### config.mk
export PLATFORM = sky130hd
export DESIGN_NAME = pshs_slot_status
export DESIGN_NICKNAME = d
export VERILOG_FILES = /design/src/core/pshs_pkg.sv /design/src/core/pshs_pin_sync.sv /design/src/core/pshs_slot_status.sv
export VERILOG_INCLUDE_DIRS = /design/src /design/src/core
export SDC_FILE = /design/constraint.sdc
export NUM_CORES = 1
export LEC_CHECK = 0
export BUFFER_PORTS_ARGS = -buffer_cell sky130_fd_sc_hd__buf_2
export CAP_MARGIN = 20
export CORE_ASPECT_RATIO = 0.5
export CORE_MARGIN = 2
export CORE_UTILIZATION = 35
export CTS_CLUSTER_DIAMETER = 50
export DETAILED_ROUTE_END_ITERATION = 8
export PLACE_DENSITY = 0.62
export SYNTH_ARGS = -nofsm -noshare
export SYNTH_HDL_FRONTEND = slang
export SYNTH_SLANG_ARGS = --single-unit
### constraint.sdc
create_clock -name mclk -period 2.1 [get_ports mclk]
set_clock_uncertainty 0.1 [all_clocks]
set_input_delay 0.525 -clock mclk [delete_from_list [all_inputs] [get_ports mclk]]
set_output_delay 0.525 -clock mclk [all_outputs]
set_load 0.02 [all_outputs]
### src/core/pshs_consts.svh
`ifndef PSHS_CONSTS_SVH
`define PSHS_CONSTS_SVH

// ----------------------------------------------------------------
// register map
// ----------------------------------------------------------------
`define PSHS_SLOT_CTRL_OFS     12'h0B8
`define PSHS_SLOT_STATUS_OFS   12'h0BA

// ----------------------------------------------------------------
// slot status field positions
// ----------------------------------------------------------------
`define PSHS_BIT_BUTTON        0
`define PSHS_BIT_FAULT         1
`define PSHS_BIT_LATCH         2
`define PSHS_BIT_PRES_CHG      3
`define PSHS_BIT_CMD_DONE      4
`define PSHS_BIT_PRES_STATE    6
`define PSHS_RSVD_HI           15
`define PSHS_RSVD_LO           7

// ----------------------------------------------------------------
// slot control field positions
// ----------------------------------------------------------------
`define PSHS_BIT_PRES_NOTIFY   3

// ----------------------------------------------------------------
// reset values, byte lanes and synchroniser width
// ----------------------------------------------------------------
`define PSHS_STATUS_RESET      16'h0000
`define PSHS_CTRL_RESET        16'h0000
`define PSHS_LANE_LOW          0
`define PSHS_SYNC_WIDTH        4

`endif

### src/core/pshs_pkg.sv
// ----------------------------------------------------------------
// shared types
// ----------------------------------------------------------------
package pshs_pkg;

   // configuration data word, one slot register wide
   typedef logic [15:0] pshs_data_t;

   // configuration byte address
   typedef logic [11:0] pshs_addr_t;

   // byte enables of a 16-bit access
   typedef logic [1:0]  pshs_be_t;

   // positions of the synchronised slot pins
   typedef enum logic [1:0]
   {
      PSHS_PIN_PRESENCE,
      PSHS_PIN_LATCH,
      PSHS_PIN_FAULT,
      PSHS_PIN_BUTTON
   } pshs_pin_t;

endpackage

### src/core/pshs_pin_sync.sv
`timescale 1ns/100ps
// ----------------------------------------------------------------
// three-stage pin synchroniser with agreement filter
// ----------------------------------------------------------------
module pshs_pin_sync
#(
   parameter int WIDTH = 4
)
(
   // clock and reset
   input  wire logic             mclk,
   input  wire logic             rst_n,
   // asynchronous pins
   input  wire logic [WIDTH-1:0] pinAsync,
   // filtered levels
   output logic      [WIDTH-1:0] pinLevel
);

   logic [WIDTH-1:0] stage1;
   logic [WIDTH-1:0] stage2;
   logic [WIDTH-1:0] stage3;
   logic [WIDTH-1:0] next_pinLevel;

   // a bit moves only when stages two and three agree; stage one feeds stage two only
   always_comb
   begin
      for (int i = 0; i < WIDTH; i++)
      begin
         next_pinLevel[i] = (stage2[i] == stage3[i]) ? stage3[i] : pinLevel[i];
      end
   end

   // register chain, reset to a quiet slot
   always_ff @(posedge mclk)
   begin
      if (!rst_n)
      begin
         stage1   <= '0;
         stage2   <= '0;
         stage3   <= '0;
         pinLevel <= '0;
      end
      else
      begin
         stage1   <= pinAsync;
         stage2   <= stage1;
         stage3   <= stage2;
         pinLevel <= next_pinLevel;
      end
   end

endmodule

### src/core/pshs_slot_status.sv
`timescale 1ns/100ps
`include "pshs_consts.svh"
// ----------------------------------------------------------------
// hot-plug slot status register of one downstream root port
// ----------------------------------------------------------------
module pshs_slot_status
(
   // clock and reset
   input  wire logic               mclk,
   input  wire logic               rst_n,
   // configuration access
   input  wire pshs_pkg::pshs_addr_t cfgAddr,
   input  wire logic               cfgWrEn,
   input  wire logic               cfgRdEn,
   input  wire pshs_pkg::pshs_be_t cfgByteEn,
   input  wire pshs_pkg::pshs_data_t cfgWrData,
   output pshs_pkg::pshs_data_t    cfgRdData,
   output logic                    cfgRdValid,
   // slot capability levels
   input  wire logic               slotImplemented,
   input  wire logic               cmdDoneSupported,
   input  wire logic               latchSensorPresent,
   input  wire logic               powerFaultSupported,
   input  wire logic               buttonPresent,
   // hot-plug controller and link, same clock
   input  wire logic               inbandPresence,
   input  wire logic               cmdDonePulse,
   // slot pins, asynchronous
   input  wire logic               presencePin,
   input  wire logic               retentionLatchPin,
   input  wire logic               powerFaultPin,
   input  wire logic               buttonPin,
   // software notification
   output logic                    presenceNotify
);

   import pshs_pkg::*;

   // ----------------------------------------------------------------
   // declarations
   // ----------------------------------------------------------------
   logic [`PSHS_SYNC_WIDTH-1:0] pinRaw;
   logic [`PSHS_SYNC_WIDTH-1:0] pinLevel;

   logic       primed;
   logic       presenceState;
   logic       latchPrev;
   logic       faultPrev;
   logic       buttonPrev;
   logic       next_primed;
   logic       next_presenceState;
   logic       next_latchPrev;
   logic       next_faultPrev;
   logic       next_buttonPrev;

   logic       presenceNow;
   logic       presenceEvt;
   logic       latchEvt;
   logic       faultEvt;
   logic       buttonEvt;
   logic       cmdEvt;

   logic       flagButton;
   logic       flagFault;
   logic       flagLatch;
   logic       flagPresChg;
   logic       flagCmdDone;
   logic       next_flagButton;
   logic       next_flagFault;
   logic       next_flagLatch;
   logic       next_flagPresChg;
   logic       next_flagCmdDone;

   logic       notifyEn;
   logic       next_notifyEn;
   logic       next_presenceNotify;

   logic       statusHit;
   logic       ctrlHit;
   logic       statusWrite;
   logic       ctrlWrite;
   pshs_data_t clearMask;
   pshs_data_t statusWord;
   pshs_data_t ctrlWord;
   pshs_data_t next_cfgRdData;
   logic       next_cfgRdValid;

   // ----------------------------------------------------------------
   // pin synchronisation
   // ----------------------------------------------------------------

   // pack the slot pins in enum order
   always_comb
   begin
      pinRaw                    = '0;
      pinRaw[PSHS_PIN_PRESENCE] = presencePin;
      pinRaw[PSHS_PIN_LATCH]    = retentionLatchPin;
      pinRaw[PSHS_PIN_FAULT]    = powerFaultPin;
      pinRaw[PSHS_PIN_BUTTON]   = buttonPin;
   end

   // slow mechanical pins bounce, so the agreement filter also rejects one-cycle glitches
   pshs_pin_sync
   #(
      .WIDTH    (`PSHS_SYNC_WIDTH)
   )
   u_pin_sync
   (
      .mclk     (mclk),
      .rst_n    (rst_n),
      .pinAsync (pinRaw),
      .pinLevel (pinLevel)
   );

   // ----------------------------------------------------------------
   // presence state and event detection
   // ----------------------------------------------------------------

   always_comb
   begin
      if (slotImplemented)
      begin
         presenceNow = inbandPresence | pinLevel[PSHS_PIN_PRESENCE];
      end
      else
      begin
         presenceNow = 1'b1;
      end
   end

   // presence change detect
   // first cycle after reset only loads history, so a card seen in-band at reset raises no false change; a card on the pin still raises one once synchronised
   always_comb
   begin
      presenceEvt = primed & (presenceNow != presenceState);
   end

   always_comb
   begin
      latchEvt = latchSensorPresent & primed & (pinLevel[PSHS_PIN_LATCH] != latchPrev);
   end

   // fault onset detect
   // a fault counts regardless of slot power or occupancy
   always_comb
   begin
      faultEvt = powerFaultSupported & primed & pinLevel[PSHS_PIN_FAULT] & ~faultPrev;
   end

   always_comb
   begin
      buttonEvt = buttonPresent & primed & pinLevel[PSHS_PIN_BUTTON] & ~buttonPrev;
   end

   always_comb
   begin
      cmdEvt = cmdDoneSupported & cmdDonePulse;
   end

   // next values of the history
   always_comb
   begin
      next_primed        = 1'b1;
      next_presenceState = presenceNow;
      next_latchPrev     = pinLevel[PSHS_PIN_LATCH];
      next_faultPrev     = pinLevel[PSHS_PIN_FAULT];
      next_buttonPrev    = pinLevel[PSHS_PIN_BUTTON];
   end

   // history registers
   always_ff @(posedge mclk)
   begin
      if (!rst_n)
      begin
         primed        <= 1'b0;
         presenceState <= 1'b0;
         latchPrev     <= 1'b0;
         faultPrev     <= 1'b0;
         buttonPrev    <= 1'b0;
      end
      else
      begin
         primed        <= next_primed;
         presenceState <= next_presenceState;
         latchPrev     <= next_latchPrev;
         faultPrev     <= next_faultPrev;
         buttonPrev    <= next_buttonPrev;
      end
   end

   // ----------------------------------------------------------------
   // configuration decode
   // ----------------------------------------------------------------

   // both registers sit in the low byte lane, the high lane holds reserved bits only
   always_comb
   begin
      statusHit   = (cfgAddr == `PSHS_SLOT_STATUS_OFS);
      ctrlHit     = (cfgAddr == `PSHS_SLOT_CTRL_OFS);
      statusWrite = cfgWrEn & statusHit & cfgByteEn[`PSHS_LANE_LOW];
      ctrlWrite   = cfgWrEn & ctrlHit & cfgByteEn[`PSHS_LANE_LOW];
   end

   always_comb
   begin
      clearMask = '0;
      if (statusWrite)
      begin
         clearMask[`PSHS_BIT_BUTTON]   = cfgWrData[`PSHS_BIT_BUTTON];
         clearMask[`PSHS_BIT_FAULT]    = cfgWrData[`PSHS_BIT_FAULT];
         clearMask[`PSHS_BIT_LATCH]    = cfgWrData[`PSHS_BIT_LATCH];
         clearMask[`PSHS_BIT_PRES_CHG] = cfgWrData[`PSHS_BIT_PRES_CHG];
         clearMask[`PSHS_BIT_CMD_DONE] = cfgWrData[`PSHS_BIT_CMD_DONE];
      end
   end

   // ----------------------------------------------------------------
   // sticky flags
   // ----------------------------------------------------------------

   always_comb
   begin
      next_flagButton  = buttonEvt | (flagButton & ~clearMask[`PSHS_BIT_BUTTON]);
      next_flagFault   = faultEvt | (flagFault & ~clearMask[`PSHS_BIT_FAULT]);
      next_flagLatch   = latchEvt | (flagLatch & ~clearMask[`PSHS_BIT_LATCH]);
      next_flagPresChg = presenceEvt | (flagPresChg & ~clearMask[`PSHS_BIT_PRES_CHG]);
      next_flagCmdDone = cmdEvt | (flagCmdDone & ~clearMask[`PSHS_BIT_CMD_DONE]);
      if (!cmdDoneSupported)
      begin
         next_flagCmdDone = 1'b0;
      end
      if (!latchSensorPresent)
      begin
         next_flagLatch = 1'b0;
      end
      if (!powerFaultSupported)
      begin
         next_flagFault = 1'b0;
      end
      if (!buttonPresent)
      begin
         next_flagButton = 1'b0;
      end
   end

   // flag registers
   always_ff @(posedge mclk)
   begin
      if (!rst_n)
      begin
         flagButton  <= 1'(`PSHS_STATUS_RESET >> `PSHS_BIT_BUTTON);
         flagFault   <= 1'(`PSHS_STATUS_RESET >> `PSHS_BIT_FAULT);
         flagLatch   <= 1'(`PSHS_STATUS_RESET >> `PSHS_BIT_LATCH);
         flagPresChg <= 1'(`PSHS_STATUS_RESET >> `PSHS_BIT_PRES_CHG);
         flagCmdDone <= 1'(`PSHS_STATUS_RESET >> `PSHS_BIT_CMD_DONE);
      end
      else
      begin
         flagButton  <= next_flagButton;
         flagFault   <= next_flagFault;
         flagLatch   <= next_flagLatch;
         flagPresChg <= next_flagPresChg;
         flagCmdDone <= next_flagCmdDone;
      end
   end

   // ----------------------------------------------------------------
   // presence change notification
   // ----------------------------------------------------------------

   // only the presence change enable is kept here; other control bits live elsewhere
   always_comb
   begin
      next_notifyEn = notifyEn;
      if (ctrlWrite)
      begin
         next_notifyEn = cfgWrData[`PSHS_BIT_PRES_NOTIFY];
      end
   end

   // gated notification
   // one pulse per change; a change while disabled is only visible in the flag
   always_comb
   begin
      next_presenceNotify = presenceEvt & notifyEn;
   end

   // notification registers
   always_ff @(posedge mclk)
   begin
      if (!rst_n)
      begin
         notifyEn       <= 1'(`PSHS_CTRL_RESET >> `PSHS_BIT_PRES_NOTIFY);
         presenceNotify <= 1'b0;
      end
      else
      begin
         notifyEn       <= next_notifyEn;
         presenceNotify <= next_presenceNotify;
      end
   end

   // ----------------------------------------------------------------
   // read path
   // ----------------------------------------------------------------

   always_comb
   begin
      statusWord                        = '0;
      statusWord[`PSHS_BIT_BUTTON]      = flagButton;
      statusWord[`PSHS_BIT_FAULT]       = flagFault;
      statusWord[`PSHS_BIT_LATCH]       = flagLatch;
      statusWord[`PSHS_BIT_PRES_CHG]    = flagPresChg;
      statusWord[`PSHS_BIT_CMD_DONE]    = flagCmdDone;
      statusWord[`PSHS_BIT_PRES_STATE]  = presenceState;
      ctrlWord                          = '0;
      ctrlWord[`PSHS_BIT_PRES_NOTIFY]   = notifyEn;
   end

   // unmapped offsets and disabled lanes read as zero
   always_comb
   begin
      next_cfgRdValid = cfgRdEn;
      next_cfgRdData  = cfgRdData;
      if (cfgRdEn)
      begin
         if (statusHit)
         begin
            next_cfgRdData = statusWord;
         end
         else if (ctrlHit)
         begin
            next_cfgRdData = ctrlWord;
         end
         else
         begin
            next_cfgRdData = '0;
         end
         for (int b = 0; b < 2; b++)
         begin
            if (!cfgByteEn[b])
            begin
               next_cfgRdData[b*8 +: 8] = 8'h00;
            end
         end
      end
   end

   // read registers, data holds until the next read
   always_ff @(posedge mclk)
   begin
      if (!rst_n)
      begin
         cfgRdData  <= `PSHS_STATUS_RESET;
         cfgRdValid <= 1'b0;
      end
      else
      begin
         cfgRdData  <= next_cfgRdData;
         cfgRdValid <= next_cfgRdValid;
      end
   end

endmodule

==> results.py <==
metrics = {
    "power": {
        "pwr-share-seq_pct": 55.1,
        "pwr-share-clk_pct": 36.9,
        "cellPowerDensity_nw_per_um2": 756,
        "irDropWorstVdd_mv": 0.328,
        "pwr-share-comb_pct": 7.9,
        "power_w": 0.00125,
        "intPower_w": 0.000959,
        "swShare_pct": 23.4,
        "p_sw_w": 0.000294,
        "p_leak_nw": 0.702,
    },
    "drt": {
        "drt_first_iter_violations": 21,
        "vias": 1066,
        "drtPass1Iterations": 5,
        "viasPerCell": 4.52,
        "drc": 0,
        "wl_um": 2530,
        "wire_per_inst_um": 10.7,
        "postRouteAntennaNets": 0,
    },
    "synthesis": {
        "synth_seq_cells": 35,
        "synthFlopType": "dfxtp_1",
        "synth-async-reset-ratio_pct": 0,
        "yosys_warnings": 0,
        "yosys-top-cells-area": "dfxtp_1, and2_1, buf_4",
        "ys_types": 30,
        "yosysSeqAreaShare_pct": 51.7,
        "yosysTopAreaCellShare_pct": 51.7,
        "synth_enable_flop_cells": 0,
        "syn_area_per_cell_um2": 9.55,
        "yosys.area.top_type": "dfxtp_1",
        "netlist_area_um2": 1360,
        "synth_cells": 142,
    },
    "sta": {
        "hold_viol": 0,
        "setup_tns_ns": 0,
        "fmax_ghz": 0.519,
        "min_period_over_period_pct": 91.8,
        "min_period_ns": 1.93,
        "rsz0062_at_grt": "no",
        "maxSlewViolCount": 0,
        "setup_viol": 0,
    },
    "layout": {
        "final_cell_mix": "buf_2, dfxtp_1, nand2_1, and2_1",
        "n_fill_cell": 359,
        "design_area_um2": 1660,
        "multi_input_area_um2": 578,
        "final_nets": 229,
        "layout-area-overhead-vs-synth_pct": 22.2,
        "regArea_um2": 701,
        "final_common_cell": "buf_2",
        "utilization_pct": 46.5,
        "final_cells": 236,
        "drive_above_1_share_pct": 30.3,
        "antenna_cells": 0,
    },
    "cts": {
        "clock-sinks": 35,
        "path_clk_slew_ns": 0.07,
        "cts_setup_buffers": 0,
        "tritoncts": "done",
        "insertion_delay_ns": 0.28,
        "postCtsHoldBufs": 0,
        "cts-resized-gates": 0,
        "clock_path_buffers": 2,
        "cts_made_buffers": 5,
        "htreeDepth": 2,
        "cts-root-buf": "clkbuf_8",
    },
    "place": {
        "gp_congestion": 0.751,
        "place_inst": 228,
        "portBuffers": 40,
        "placed_cell_area_um2": 1570,
        "post-dp-hpwl_um": 1910,
    },
    "hold_path": {
        "hp-class": "flip-flop to flip-flop",
        "whs_path_depth": 1,
        "min-delay-start": "u_pin_sync.stage1[2]",
        "holdPathEnd": "u_pin_sync.stage2[2]",
    },
    "setup_path": {
        "crit_type": "input pin to flip-flop",
        "r2r_cells": 3,
        "crit_path_start_kind": "input pin",
        "cp-end-kind": "flip-flop",
        "r2r-end": "flagPresChg",
        "cp_cell_sequence": "buf_2, or4b_1, or4_1, a311o_1",
        "r2r-start": "u_pin_sync.pinLevel[0]",
        "critical_path.max_fanout": 7,
        "cp_slowest_cell": "or4b_1",
        "required_ns": 2.17,
        "slowest_delay_ns": 0.53,
        "r2r_setup_slack_ns": 0.74,
        "cp.arrival_ns": 2.00,
    },
    "global_route": {
        "antenna_found_initial": 0,
        "grtUsageTotal_pct": 12.5,
        "grt_pass1_vias": 948,
        "grt-ovfl-total": 0,
        "grt_max_degree": 35,
        "grt_first_pass_wirelength_um": 4080,
    },
    "run": {
        "maxCapViolCount": 0,
    },
    "run_status": {
        "status": "complete, no violations",
    },
    "floorplan": {
        "die_w_um": 92.0,
        "initial_core_util_pct": 38.0,
        "core_um2": 3570,
        "pin_count": 63,
        "fp.dieArea_um2": 4420,
        "num_rows": 15,
        "fp.dieH_um": 48.0,
    },
}
sequential cells by signal, summed over array words and instances (netlist names), 4 cells and up:
register             count
u_pin_sync.stage3        4
u_pin_sync.stage1        4
u_pin_sync.stage2        4
u_pin_sync.pinLevel      4
cfgRdData                6
synthesized netlist by cell type (all sizes together), types with 2 or more instances:
cell type and count:
o41ai 4, nor2b 2, nand2 19, dfxtp 35
clkbuf 4, o21ai 10, nand3 6, or4b 2
a21boi 4, nand3b 3, a21oi 4, buf 13
and2 17, inv 2, or3b 4, mux2i 2
cell type report:
| class | count | share of cell area [%] |
|---|---|---|
| clock buffer | 6 | 4.38 |
| clock inverter | 2 | 0.755 |
| inverter | 2 | 0.453 |
| multi-input combinational | 97 | 34.9 |
| sequential | 35 | 42.3 |
| tap | 51 | 3.85 |
| timing repair buffer | 43 | 13.4 |
power by group through the flow:
stage	Clock, W	Combinational, W	Sequential [W]
floorplan	0	0.0000708	0.000704
global placement	0	0.0000966	0.000704
detailed placement	0	0.0000991	0.000705
CTS	0.000479	0.000100	0.000691
global route	0.000509	0.000111	0.000693
finish	0.000463	0.0000994	0.000691
per-stage QoR:
| stage | worst slack [ns] | hold WS [ns] |
|---|---|---|
| floorplan | -0.0668 | 0.312 |
| global placement | -0.0898 | 0.314 |
| detailed placement | -0.121 | 0.321 |
| CTS | 0.183 | 0.332 |
| global route | 0.0933 | 0.329 |
| finish | 0.172 | 0.335 |
layer usage:
metal	up-vias	GRT usage, %	wire [um]
li1	548	-	-
met1	481	14.3	1130
met2	34	21.2	1190
met3	3	5.51	193
met4	0	6.27	17
met5	-	0	0
critical path: cells and delay by family:
| kind | cells | cell delay [ns] |
|---|---|---|
| AOI/OAI and AO/OA | 1 | 0.32 |
| buffers and inverters | 1 | 0.09 |
| and+or+nand+nor | 2 | 1.06 |
cell families (layout without fill, tap and decap cells):
group,after synthesis,count (layout),synth area share [%]
AND/OR/NAND/NOR,59,59,25.5
buffers and inverters,19,53,8.21
flip-flops,35,35,51.7
other,1,10,0.276
AO/OA/AOI/OAI,24,24,11.4
XOR/XNOR,1,1,0.646
multiplexers,3,3,2.31
worst max path at each step:
stage                start           to  slack [ns]  cells past startpoint
2_1_floorplan  cfgAddr[10]  flagPresChg       -0.07                      5
3_3_place_gp   cfgAddr[10]  flagPresChg       -0.09                      4
3_5_place_dp   cfgAddr[10]  flagPresChg       -0.12                      4
4_1_cts        cfgAddr[10]  flagPresChg        0.18                      4
5_1_grt        cfgAddr[10]  flagPresChg        0.09                      4
6_report       cfgAddr[10]  flagPresChg        0.17                      4
Note: power is estimated with default switching activity, not from simulation.
